<file path="config.mk">
export PLATFORM = sky130hd
export DESIGN_NAME = eil_ext_irq_unit
export DESIGN_NICKNAME = d
export VERILOG_FILES = /design/src/common/eil_pkg.sv /design/src/design/eil_pin_sampler.sv /design/src/design/eil_ext_irq_unit.sv
export SDC_FILE = /design/constraint.sdc
export NUM_CORES = 1
export LEC_CHECK = 0
export ABC_CLOCK_PERIOD_IN_PS = 4000
export BUFFER_PORTS_ARGS = -buffer_cell sky130_fd_sc_hd__buf_2
export CORE_MARGIN = 10
export CORE_UTILIZATION = 57
export CTS_CLUSTER_DIAMETER = 200
export DETAILED_ROUTE_END_ITERATION = 10
export GPL_ROUTABILITY_DRIVEN = 0
export GPL_TIMING_DRIVEN = 1
export PLACE_DENSITY = 0.89
export SYNTH_ARGS = -nofsm -noshare
export SYNTH_HDL_FRONTEND = slang
export SYNTH_HIERARCHICAL = 1
export SYNTH_SLANG_ARGS = --single-unit
</file>
<file path="constraint.sdc">
create_clock -name clk_i -period 4 [get_ports clk_i]
set_clock_uncertainty 0.15 [all_clocks]
set_input_delay 0.6 -clock clk_i [delete_from_list [all_inputs] [get_ports clk_i]]
set_output_delay 0.6 -clock clk_i [all_outputs]
set_load 0.03 [all_outputs]
</file>
<file path="src/common/eil_pkg.sv">
// package of constants and types for the external request pin interrupt unit
package eil_pkg;

  // ==========================================================
  // register bus geometry
  localparam int ADDR_W = 4;
  localparam int DATA_W = 8;

  // ==========================================================
  // register offsets
  localparam logic [3:0] OFS_CTRL = 4'h0; // timer_irq_control_reg
  localparam logic [3:0] OFS_CFG = 4'h1; // enables, priorities, power-down
  localparam logic [3:0] OFS_STAT = 4'h2; // sequencer status, read only

  // ==========================================================
  // timer_irq_control_reg field positions
  localparam int BIT_TRIG_A = 0; // 1 = edge, 0 = level
  localparam int BIT_FLAG_A = 1; // ext_req_flag_a
  localparam int BIT_TRIG_B = 2; // 1 = edge, 0 = level
  localparam int BIT_FLAG_B = 3; // ext_req_flag_b

  // ==========================================================
  // configuration register field positions
  localparam int BIT_EN_A = 0; // source a enable
  localparam int BIT_EN_B = 1; // source b enable
  localparam int BIT_PRIO_A = 2; // source a high priority
  localparam int BIT_PRIO_B = 3; // source b high priority
  localparam int BIT_PD = 4; // power-down request / state

  // ==========================================================
  // status register field positions
  localparam int BIT_CALLING = 0; // vector call in progress
  localparam int BIT_SVC_LO = 1; // low priority routine active
  localparam int BIT_SVC_HI = 2; // high priority routine active
  localparam int BIT_SRC = 3; // source of last vector, 1 = b
  localparam int BIT_PD_ST = 4; // powered down

  // ==========================================================
  // reset values
  localparam logic [7:0] RST_CTRL = 8'h00;
  localparam logic [7:0] RST_CFG = 8'h00;
  localparam logic PIN_IDLE = 1'b1; // pins idle high, active low

  // ==========================================================
  // timing: clock period in ns, the rest in clock cycles
  localparam int CLK_PERIOD_NS = 40;
  localparam int DETECT_CYC = 1; // polling cycle
  localparam int CALL_CYC = 4; // hardware_vector_call length
  localparam int MIN_RESPONSE_CYC = DETECT_CYC + CALL_CYC;
  localparam int MAX_RESPONSE_CYC = 16;
  localparam logic [1:0] CALL_LAST = 2'(CALL_CYC - 1);

  // ==========================================================
  // types
  typedef struct packed {
    logic [ADDR_W-1:0] addr; // register offset
    logic [DATA_W-1:0] wdata; // write data
    logic wr; // write strobe
    logic rd; // read strobe
  } eil_bus_req_s;

  typedef struct packed {
    logic low; // synchronised pin is low
    logic fall; // high-to-low seen on two samples
  } eil_pin_smp_s;

  typedef struct packed {
    logic s1; // first synchroniser stage
    logic s2; // second synchroniser stage
    logic prev; // previous synchronised sample
  } eil_smp_state_s;

  typedef enum logic [1:0] {
    ST_IDLE = 2'b01,
    ST_CALL = 2'b10
  } eil_state_e;

  typedef struct packed {
    eil_state_e st; // vector sequencer state
    logic [1:0] cnt; // call cycle counter
    logic trig_a; // trig_type_a
    logic trig_b; // trig_type_b
    logic flag_a; // ext_req_flag_a
    logic flag_b; // ext_req_flag_b
    logic en_a; // source a enable
    logic en_b; // source b enable
    logic prio_a; // source a priority
    logic prio_b; // source b priority
    logic pd; // power-down
    logic svc_lo; // low priority routine running
    logic svc_hi; // high priority routine running
    logic vprio; // priority of the vector being called
    logic src; // selected source, 1 = b
    logic start; // service routine start pulse
    logic insvc; // any routine running
    logic [1:0] pend; // requests presented to the core
    logic [DATA_W-1:0] rdata; // read data
  } eil_core_s;

endpackage : eil_pkg

</file>
<file path="src/design/eil_pin_sampler.sv">
// two-flop synchroniser and falling edge sampler for one request pin
module eil_pin_sampler (
  input wire logic clk_i, // system clock
  input wire logic arst_n_i, // asynchronous reset, active low
  input wire logic pin_i, // asynchronous request pin
  output eil_pkg::eil_pin_smp_s smp_o // synchronised level and edge
);
  import eil_pkg::*;

  // ==========================================================
  // state
  eil_smp_state_s q_ff; // registered state
  eil_smp_state_s nxt_q; // next state

  // ==========================================================
  // next state: s1 feeds only s2, all logic looks at s2 and prev
  always_comb begin
    nxt_q = q_ff;
    nxt_q.s1 = pin_i;
    nxt_q.s2 = q_ff.s1;
    nxt_q.prev = q_ff.s2;
  end

  // reset to the idle level so release never fakes an edge
  always_ff @(posedge clk_i or negedge arst_n_i) begin
    if (!arst_n_i) begin
      q_ff <= '{s1: PIN_IDLE, s2: PIN_IDLE, prev: PIN_IDLE};
    end else begin
      q_ff <= nxt_q;
    end
  end

  // ==========================================================
  // outputs
  // [RULE_07] sample per clock, high then low
  // [RULE_08] pulses narrower than a clock may be missed
  assign smp_o.low = ~q_ff.s2;
  assign smp_o.fall = q_ff.prev & ~q_ff.s2;

endmodule // eil_pin_sampler

</file>
<file path="src/design/eil_ext_irq_unit.sv">
// external request pin interrupt unit with vector call sequencer
// Function
// [RULE_01] service starts at least 5 cycles after flag
// [RULE_02] single source starts within 16 cycles
// [RULE_03] one detect cycle, four call cycles
// [RULE_04] poll only in instruction's last cycle
// [RULE_05] equal or higher routine running blocks vectoring
// [RULE_06] per-pin bit selects edge or level
// [RULE_07] edge mode flags a high-then-low sample pair
// [RULE_08] source holds each level one clock minimum
// [RULE_09] edge flag cleared by hardware on vectoring
// [RULE_10] level flag equals inverted pin, never hardware-cleared
// [RULE_11] level source holds pin low until serviced
// [RULE_12] pin still low after return requests again
// [RULE_13] either pin wakes from power-down
// [RULE_14] request reaches core only when flagged and enabled
//
// Design decisions made here: the strobed register port and the placing of the registers.
module eil_ext_irq_unit (
  input wire logic clk_i, // system clock, 25 MHz
  input wire logic arst_n_i, // asynchronous reset, active low
  input eil_pkg::eil_bus_req_s bus_req_i, // register access
  output logic [eil_pkg::DATA_W-1:0] rdata_o, // read data, cycle after rd
  input wire logic ext_req_pin_a_i, // request pin a, active low
  input wire logic ext_req_pin_b_i, // request pin b, active low
  input wire logic instr_end_i, // core: last cycle of instruction
  input wire logic ret_service_i, // core: return_from_service_instr done
  output logic isr_start_o, // pulse: service routine begins
  output logic isr_src_o, // source of that routine, 1 = b
  output logic [1:0] irq_pending_o, // {b, a} enabled requests
  output logic in_service_o, // a routine is running
  output logic power_down_o // device is powered down
);
  import eil_pkg::*;

  // ==========================================================
  // pin samplers
  eil_pin_smp_s smp_a; // pin a level and edge
  eil_pin_smp_s smp_b; // pin b level and edge

  eil_pin_sampler u_smp_a (
    .clk_i(clk_i),
    .arst_n_i(arst_n_i),
    .pin_i(ext_req_pin_a_i),
    .smp_o(smp_a)
  );

  eil_pin_sampler u_smp_b (
    .clk_i(clk_i),
    .arst_n_i(arst_n_i),
    .pin_i(ext_req_pin_b_i),
    .smp_o(smp_b)
  );

  // ==========================================================
  // helper functions
  // next flag value; in edge mode the set beats both clears
  function automatic logic nxt_flag(input logic edge_mode, input logic fall,
                                    input logic low, input logic hw_clr,
                                    input logic wr, input logic wbit,
                                    input logic cur);
    logic kept;
    kept = wr ? wbit : cur;
    // [RULE_06] trigger type selects the flag source
    if (edge_mode) begin
      nxt_flag = fall | (kept & ~hw_clr);
    end else begin
      nxt_flag = low;
    end
  endfunction

  // a request may vector only above every running routine
  function automatic logic can_take(input logic prio, input logic lo,
                                    input logic hi);
    can_take = prio ? ~hi : ~(hi | lo);
  endfunction

  // ==========================================================
  // state
  eil_core_s q_ff; // registered state
  eil_core_s nxt_q; // next state
  logic wr_ctrl; // write to timer_irq_control_reg
  logic wr_cfg; // write to configuration register
  logic elig_a; // source a may vector now
  logic elig_b; // source b may vector now
  logic sel_b; // source b chosen
  logic take; // polling cycle accepts a request
  logic hw_clr_a; // vector clears flag a
  logic hw_clr_b; // vector clears flag b

  // ==========================================================
  // next state logic
  always_comb begin
    nxt_q = q_ff;
    nxt_q.start = 1'b0;
    nxt_q.rdata = '0;
    hw_clr_a = 1'b0;
    hw_clr_b = 1'b0;
    wr_ctrl = bus_req_i.wr && (bus_req_i.addr == OFS_CTRL);
    wr_cfg = bus_req_i.wr && (bus_req_i.addr == OFS_CFG);
    // [RULE_05] running routines gate eligibility
    elig_a = q_ff.flag_a && q_ff.en_a && can_take(q_ff.prio_a, q_ff.svc_lo, q_ff.svc_hi);
    elig_b = q_ff.flag_b && q_ff.en_b && can_take(q_ff.prio_b, q_ff.svc_lo, q_ff.svc_hi);
    // fixed order: a wins unless only b is high priority
    sel_b = elig_b && (!elig_a || (q_ff.prio_b && !q_ff.prio_a));
    // [RULE_04] poll only on the last instruction cycle
    take = (q_ff.st == ST_IDLE) && !q_ff.pd && instr_end_i && (elig_a || elig_b);

    // software configuration writes
    if (wr_ctrl) begin
      nxt_q.trig_a = bus_req_i.wdata[BIT_TRIG_A];
      nxt_q.trig_b = bus_req_i.wdata[BIT_TRIG_B];
    end
    if (wr_cfg) begin
      nxt_q.en_a = bus_req_i.wdata[BIT_EN_A];
      nxt_q.en_b = bus_req_i.wdata[BIT_EN_B];
      nxt_q.prio_a = bus_req_i.wdata[BIT_PRIO_A];
      nxt_q.prio_b = bus_req_i.wdata[BIT_PRIO_B];
      nxt_q.pd = bus_req_i.wdata[BIT_PD];
    end

    // a return closes the innermost routine, high before low
    if (ret_service_i) begin
      if (q_ff.svc_hi) begin
        nxt_q.svc_hi = 1'b0;
      end else begin
        nxt_q.svc_lo = 1'b0;
      end
    end

    // vector sequencer
    case (q_ff.st)
      ST_IDLE: begin
        // [RULE_03] the polling cycle is the detect cycle
        if (take) begin
          nxt_q.st = ST_CALL;
          nxt_q.cnt = 2'h0;
          nxt_q.src = sel_b;
          nxt_q.vprio = sel_b ? q_ff.prio_b : q_ff.prio_a;
          // [RULE_09] vectoring clears the edge flag
          hw_clr_a = !sel_b;
          hw_clr_b = sel_b;
        end
      end
      ST_CALL: begin
        // [RULE_03] four cycles of hardware_vector_call
        nxt_q.cnt = q_ff.cnt + 2'h1;
        if (q_ff.cnt == CALL_LAST) begin
          // [RULE_01] start lands five cycles after the poll
          nxt_q.st = ST_IDLE;
          nxt_q.start = 1'b1;
          if (q_ff.vprio) begin
            nxt_q.svc_hi = 1'b1;
          end else begin
            nxt_q.svc_lo = 1'b1;
          end
        end
      end
      default: begin
        // illegal code: fall back to idle
        nxt_q.st = ST_IDLE;
        nxt_q.cnt = 2'h0;
      end
    endcase

    // [RULE_10] level mode ignores the vector clear
    // [RULE_12] a pin left low keeps requesting
    nxt_q.flag_a = nxt_flag(q_ff.trig_a, smp_a.fall, smp_a.low, hw_clr_a, wr_ctrl,
                            bus_req_i.wdata[BIT_FLAG_A], q_ff.flag_a);
    nxt_q.flag_b = nxt_flag(q_ff.trig_b, smp_b.fall, smp_b.low, hw_clr_b, wr_ctrl,
                            bus_req_i.wdata[BIT_FLAG_B], q_ff.flag_b);

    // [RULE_13] a low pin ends power-down, over a write
    if (q_ff.pd && (smp_a.low || smp_b.low)) begin
      nxt_q.pd = 1'b0;
    end

    // [RULE_14] present flag and enable, no extra lag
    nxt_q.pend = {nxt_q.flag_b && nxt_q.en_b, nxt_q.flag_a && nxt_q.en_a};
    nxt_q.insvc = nxt_q.svc_lo || nxt_q.svc_hi;

    // register read, data valid only in the following cycle
    if (bus_req_i.rd) begin
      case (bus_req_i.addr)
        OFS_CTRL: begin
          nxt_q.rdata[BIT_TRIG_A] = q_ff.trig_a;
          nxt_q.rdata[BIT_FLAG_A] = q_ff.flag_a;
          nxt_q.rdata[BIT_TRIG_B] = q_ff.trig_b;
          nxt_q.rdata[BIT_FLAG_B] = q_ff.flag_b;
        end
        OFS_CFG: begin
          nxt_q.rdata[BIT_EN_A] = q_ff.en_a;
          nxt_q.rdata[BIT_EN_B] = q_ff.en_b;
          nxt_q.rdata[BIT_PRIO_A] = q_ff.prio_a;
          nxt_q.rdata[BIT_PRIO_B] = q_ff.prio_b;
          nxt_q.rdata[BIT_PD] = q_ff.pd;
        end
        OFS_STAT: begin
          nxt_q.rdata[BIT_CALLING] = (q_ff.st == ST_CALL);
          nxt_q.rdata[BIT_SVC_LO] = q_ff.svc_lo;
          nxt_q.rdata[BIT_SVC_HI] = q_ff.svc_hi;
          nxt_q.rdata[BIT_SRC] = q_ff.src;
          nxt_q.rdata[BIT_PD_ST] = q_ff.pd;
        end
        default: begin
          // unmapped offsets read as zero
          nxt_q.rdata = '0;
        end
      endcase
    end
  end

  // ==========================================================
  // state register
  always_ff @(posedge clk_i or negedge arst_n_i) begin
    if (!arst_n_i) begin
      q_ff <= '{st: ST_IDLE, cnt: 2'h0,
                trig_a: RST_CTRL[BIT_TRIG_A], trig_b: RST_CTRL[BIT_TRIG_B],
                flag_a: RST_CTRL[BIT_FLAG_A], flag_b: RST_CTRL[BIT_FLAG_B],
                en_a: RST_CFG[BIT_EN_A], en_b: RST_CFG[BIT_EN_B],
                prio_a: RST_CFG[BIT_PRIO_A], prio_b: RST_CFG[BIT_PRIO_B],
                pd: RST_CFG[BIT_PD], default: '0};
    end else begin
      q_ff <= nxt_q;
    end
  end

  // ==========================================================
  // outputs, each straight from the state register
  assign rdata_o = q_ff.rdata;
  assign isr_start_o = q_ff.start;
  assign isr_src_o = q_ff.src;
  assign irq_pending_o = q_ff.pend;
  assign in_service_o = q_ff.insvc;
  assign power_down_o = q_ff.pd;
endmodule // eil_ext_irq_unit

</file>
# Yosys cells after proc, flatten, opt, wreduce, memory -nomap -nowiden
# Index checks and enable logic that the tools add are counted.
[word_totals] regBits=35 inputBits=20 out_inout_bits=14 word_cells=100
[classes] n_addsub=1 eq_ne=7 muxes=27 n_bitwise=13 reduce_logical=27
[ops] operator="2-to-1 mux 1 bit" count=18
[ops] operator="logical AND 1 bit" count=14
[ops] operator="one-hot mux 4 bit (3 select lines)" count=1
[ops] operator="2-to-1 mux 5 bit" count=2
[ops] operator="2-to-1 mux 2 bit" count=4
[ops] operator="one-hot mux 4 bit (2 select lines)" count=1
[ops] operator="inverter 1 bit" count=6
[ops] operator="bitwise AND 1 bit" count=4
[ops] operator="== test 2 bit, second input constant" count=2
[ops] operator="== test 4 x 1 -> 1 bit, second input constant" count=1
[ops] operator="== test 4 x 2 -> 1 bit, second input constant" count=1
[ops] operator="zero test 1 bit" count=4
[ops] operator="zero test 4 bit" count=1
[ops] operator="logical OR 1 bit" count=4
[ops] operator="2-to-1 mux 4 bit" count=1
[ops] operator="!= test 2 bit, second input constant" count=2
[ops] operator="AND reduction 2 bit" count=2
[ops] operator="bitwise OR 1 bit" count=3
[ops] operator="adder 2 x 1 -> 2 bit, second input constant" count=1
[ops] operator="== test 2 x 1 -> 1 bit, second input constant" count=1
[ops] operator="nonzero test 2 bit" count=1
[ops] operator="OR reduction 2 bit" count=1

# Depth between registers and ports, before layout
[logic_depth] ltp_word=15 mapped_depth=6 mapped_depth_nobuf=6

# By module
# The synthesis kept the hierarchy.
[by_module_without_submodules] module="eil_ext_irq_unit" instances=1 cells_per_inst=131 area_each_um2=1370.1 seq_area_each_um2=651.9
[by_module_without_submodules] module="eil_pin_sampler" instances=2 cells_per_inst=5 area_each_um2=88.8 seq_area_each_um2=78.8

# Worst setup path before layout
# OpenSTA, ideal clock, no wires.
[synth_timing] path_type="input port to flip-flop" from="in bus_req_i[11] (netlist bit)" to="reg q_ff (netlist bit irq_pending_o[1])" arrival_ns=1.749 t_required_ns=3.730 slack_ns=1.981 stages=6 cell_sequence="buf_6 -> nor4b_4 -> and2b_4 -> mux2_2 -> a21oi_2 -> nor2_1"
[synth_rtl] item="start, declared" line="eil_ext_irq_unit.sv:22" text="input eil_pkg::eil_bus_req_s bus_req_i,"
[synth_rtl] item="end signal, assigned" line="eil_ext_irq_unit.sv:217" text="q_ff <= '{st: ST_IDLE, cnt: 2'h0,"
[synth_rtl] item="end signal, assigned" line="eil_ext_irq_unit.sv:224" text="q_ff <= nxt_q;"
[synth_rtl] item="end, declared" line="eil_ext_irq_unit.sv:80" text="eil_core_s q_ff;"

==> results_dict.tcl <==
set metrics [dict create \
    tritoncts "yes" \
    synthDistinctLibCells 32 \
    area.growth.synth_to_final_pct 10.0 \
    hold_buffers 0 \
    worst_skew_pair.late_latency_ns 0.34 \
    placeableCoreArea_sq_um 2540 \
    critical_path_required_ns 4.08 \
    setup_slack_ns 2.09 \
    relSlewSlack_pct 55.1 \
    vdd.ir_drop.worst_mv 0.318 \
    grt_first_pass_wirelength_mm 4.96 \
    area_used_by_multi_input_combinational_logic_sq_um 633 \
    cts-resized-gates 0 \
    postCtsSetupBuffers 0 \
    path_clk_slew_ns 0.10 \
    adder_cell_share_of_the_synthesized_area_pct 3.23 \
    critical_path_buf_inv_count 0 \
    post-route-period-util_pct 47.7 \
    layout_min_cycle_time_ns 1.91 \
    avgSynthCellArea_sq_um 11.0 \
    numCtsBuffers 5 \
    route.detailed.wl_per_inst_um 15.2 \
    io_buffer_count 27 \
    post_synth_and_or_nand_nor_area_fraction_pct 15.5 \
    worst-slew-pin-transition_ns 0.674 \
    fin_tns_setup_ns 0 \
    grt_antenna_before_repair 0 \
    cpMaxStageDelayCell "dfstp_2" \
    clockRootBuffer "clkbuf_4" \
    pre_cts_slack_ns 1.83 \
    floorplan.die.height_um 72.1 \
    synth.yosys.warnings 6 \
    worstSetupStartpointType "flop" \
    grt_pass1_vias 1147 \
    initial_standard_cell_utilization_of_the_core_pct 60.8 \
    syn_inst 141 \
    cp_max_fo 4 \
    timing.critical_path.to_type "flop" \
    hold_path_class "input port to async pin" \
    power_per_cell_area_nw_per_um2 497 \
    detailedPlacementHpwl_mm 2.34 \
    layout_cell_share_with_drive_strength_beyond_1_pct 37.1 \
    muxShareOfSynthArea_pct 11.5 \
    run_status "finished, final reports clean" \
    cts_htree_levels 2 \
    grt_start_max_net_pins 33 \
    final_core_utilization_pct 66.9 \
    maxCapViolations 0 \
    remaining_drc_errors 0 \
    power.static_leakage_nw 0.878 \
    finalSetupViolations 0 \
    via_count 1071 \
    chipWidth_um 72.1 \
    grtUsageTotal_pct 12.1 \
    drt.antenna.violating_nets 0 \
    dr.pass1.iters 4 \
    synthXorXnorAreaFrac_pct 0 \
    layout.cells.most_common "buf_2" \
    synth-compound-area-share_pct 9.94 \
    rows 18 \
    filler_cell_count 186 \
    synth-async-reset-ratio_pct 100 \
    crit_path_dat_ns 1.98 \
    slowest_delay_ns 0.58 \
    nNetsFinal 190 \
    commonest_cells_after_routing_fill_and_taps_aside "buf_2, dfrtp_1, nor2_1" \
    synth-edff-count 0 \
    report.power.total_mw 0.847 \
    grt_overflow 0 \
    crit_chain "ha_1 > nand2_1 > or3b_1 > a21oi_2 > nor2_1" \
    synth.cell_area_sq_um 1550 \
    worst-setup-path-type "flop to flop" \
    dieArea_sq_um 5200 \
    ys_dominant_reg_cell "dfrtp_1" \
    routed_via_density 5.44 \
    initialDrtViolationCount 43 \
    synth_top_family_by_area "simple AND/OR/NAND/NOR gates" \
    synth_sequential_area_ratio_pct 52.3 \
    synthesis_stage_register_bit_count 32 \
    timing.fmax_ghz 0.524 \
    tritoncts_num_sinks 32 \
    seq_area_sq_um 810 \
    inserted_diodes 0 \
    rsz_0062_raised_after_global_routing "false" \
    floorplan.io_pins 34 \
    clock_tree.buffer_depth 2 \
    wl_mm 3.00 \
    hold_violations 0 \
    critical_path.top_delay_family "simple AND/OR/NAND/NOR gates" \
    finalMaxSlewViolations 0 \
]
[cell usage after synthesis (4+ instances only)]
library cell	count	area, sq um
mux2i_1	5	50.1
dfstp_2	7	184
nor2b_1	8	50.1
nand2_1	9	33.8
o21ai_0	7	35.0
ha_1	4	50.1
nor2_1	22	82.6
a21oi_1	8	40.0
buf_4	10	75.1
mux2_2	10	113
dfrtp_1	25	626
inv_1	6	22.5
[area by class of cell]
class | instances | area share [%]
sequential | 32 | 47.5
multi-input combinational | 93 | 37.2
timing repair buffer | 27 | 7.94
clock buffer | 6 | 3.01
tap | 30 | 2.20
inverter | 7 | 1.54
clock inverter | 2 | 0.588
[where the power goes]
part / internal [mW] / total, mW / switching (mW)
combinational: 0.0988 / 0.228 / 0.129
sequential: 0.378 / 0.424 / 0.0455
clock: 0.0835 / 0.195 / 0.111
[state kept, by name, indices dropped and copies added (netlist names)]
register / flops
q_ff: 15
rdata_o: 5
irq_pending_o: 2
u_smp_a/nxt_q: 2
u_smp_b/nxt_q: 2
in_service_o: 1
isr_src_o: 1
isr_start_o: 1
power_down_o: 1
u_smp_a/q_ff: 1
u_smp_b/q_ff: 1
[per-stage QoR]
| stage | hold WS, ns | instance area, sq um | std cells |
|---|---|---|---|
| finish | 0.134 | 1700 | 197 |
| global route | 0.158 | 1700 | 197 |
| CTS | 0.159 | 1700 | 197 |
| detailed placement | 0.201 | 1640 | 189 |
| global placement | 0.197 | 1640 | 189 |
| floorplan | 0.154 | 1560 | 143 |
[logic make-up (layout without fill, tap and decap cells)]
logic type / count (synthesis) / after routing
muxes: 16 / 16
AOI/OAI and AO/OA: 23 / 23
DFF: 32 / 32
buffers and inverters: 18 / 42
and+or+nand+nor: 47 / 47
adders and majority gates: 4 / 4
other: 1 / 3
[per-layer routing]
layer / routed length [um] / track usage, %
met1: 1120 / 11.3
met2: 1540 / 20.7
met3: 245 / 6.94
met4: 93 / 5.81
met5: 0 / 0
[final timing paths]
check	cells after the start	slack (ns)	from	to
setup / recovery	5	2.09	q_ff[27]	irq_pending_o[1]
hold / removal	1	0.13	arst_n_i	power_down_o
setup reg to reg	5	2.09	q_ff[27]	irq_pending_o[1]
hold reg to reg	0	0.21	u_smp_a/nxt_q[1]	u_smp_a/nxt_q[0]
max in group asynchronous	1	3.13	arst_n_i	q_ff[26]
min in group clk_i	1	0.20	ext_req_pin_b_i	u_smp_b/nxt_q[1]
Note: power is estimated with default switching activity, not from simulation.
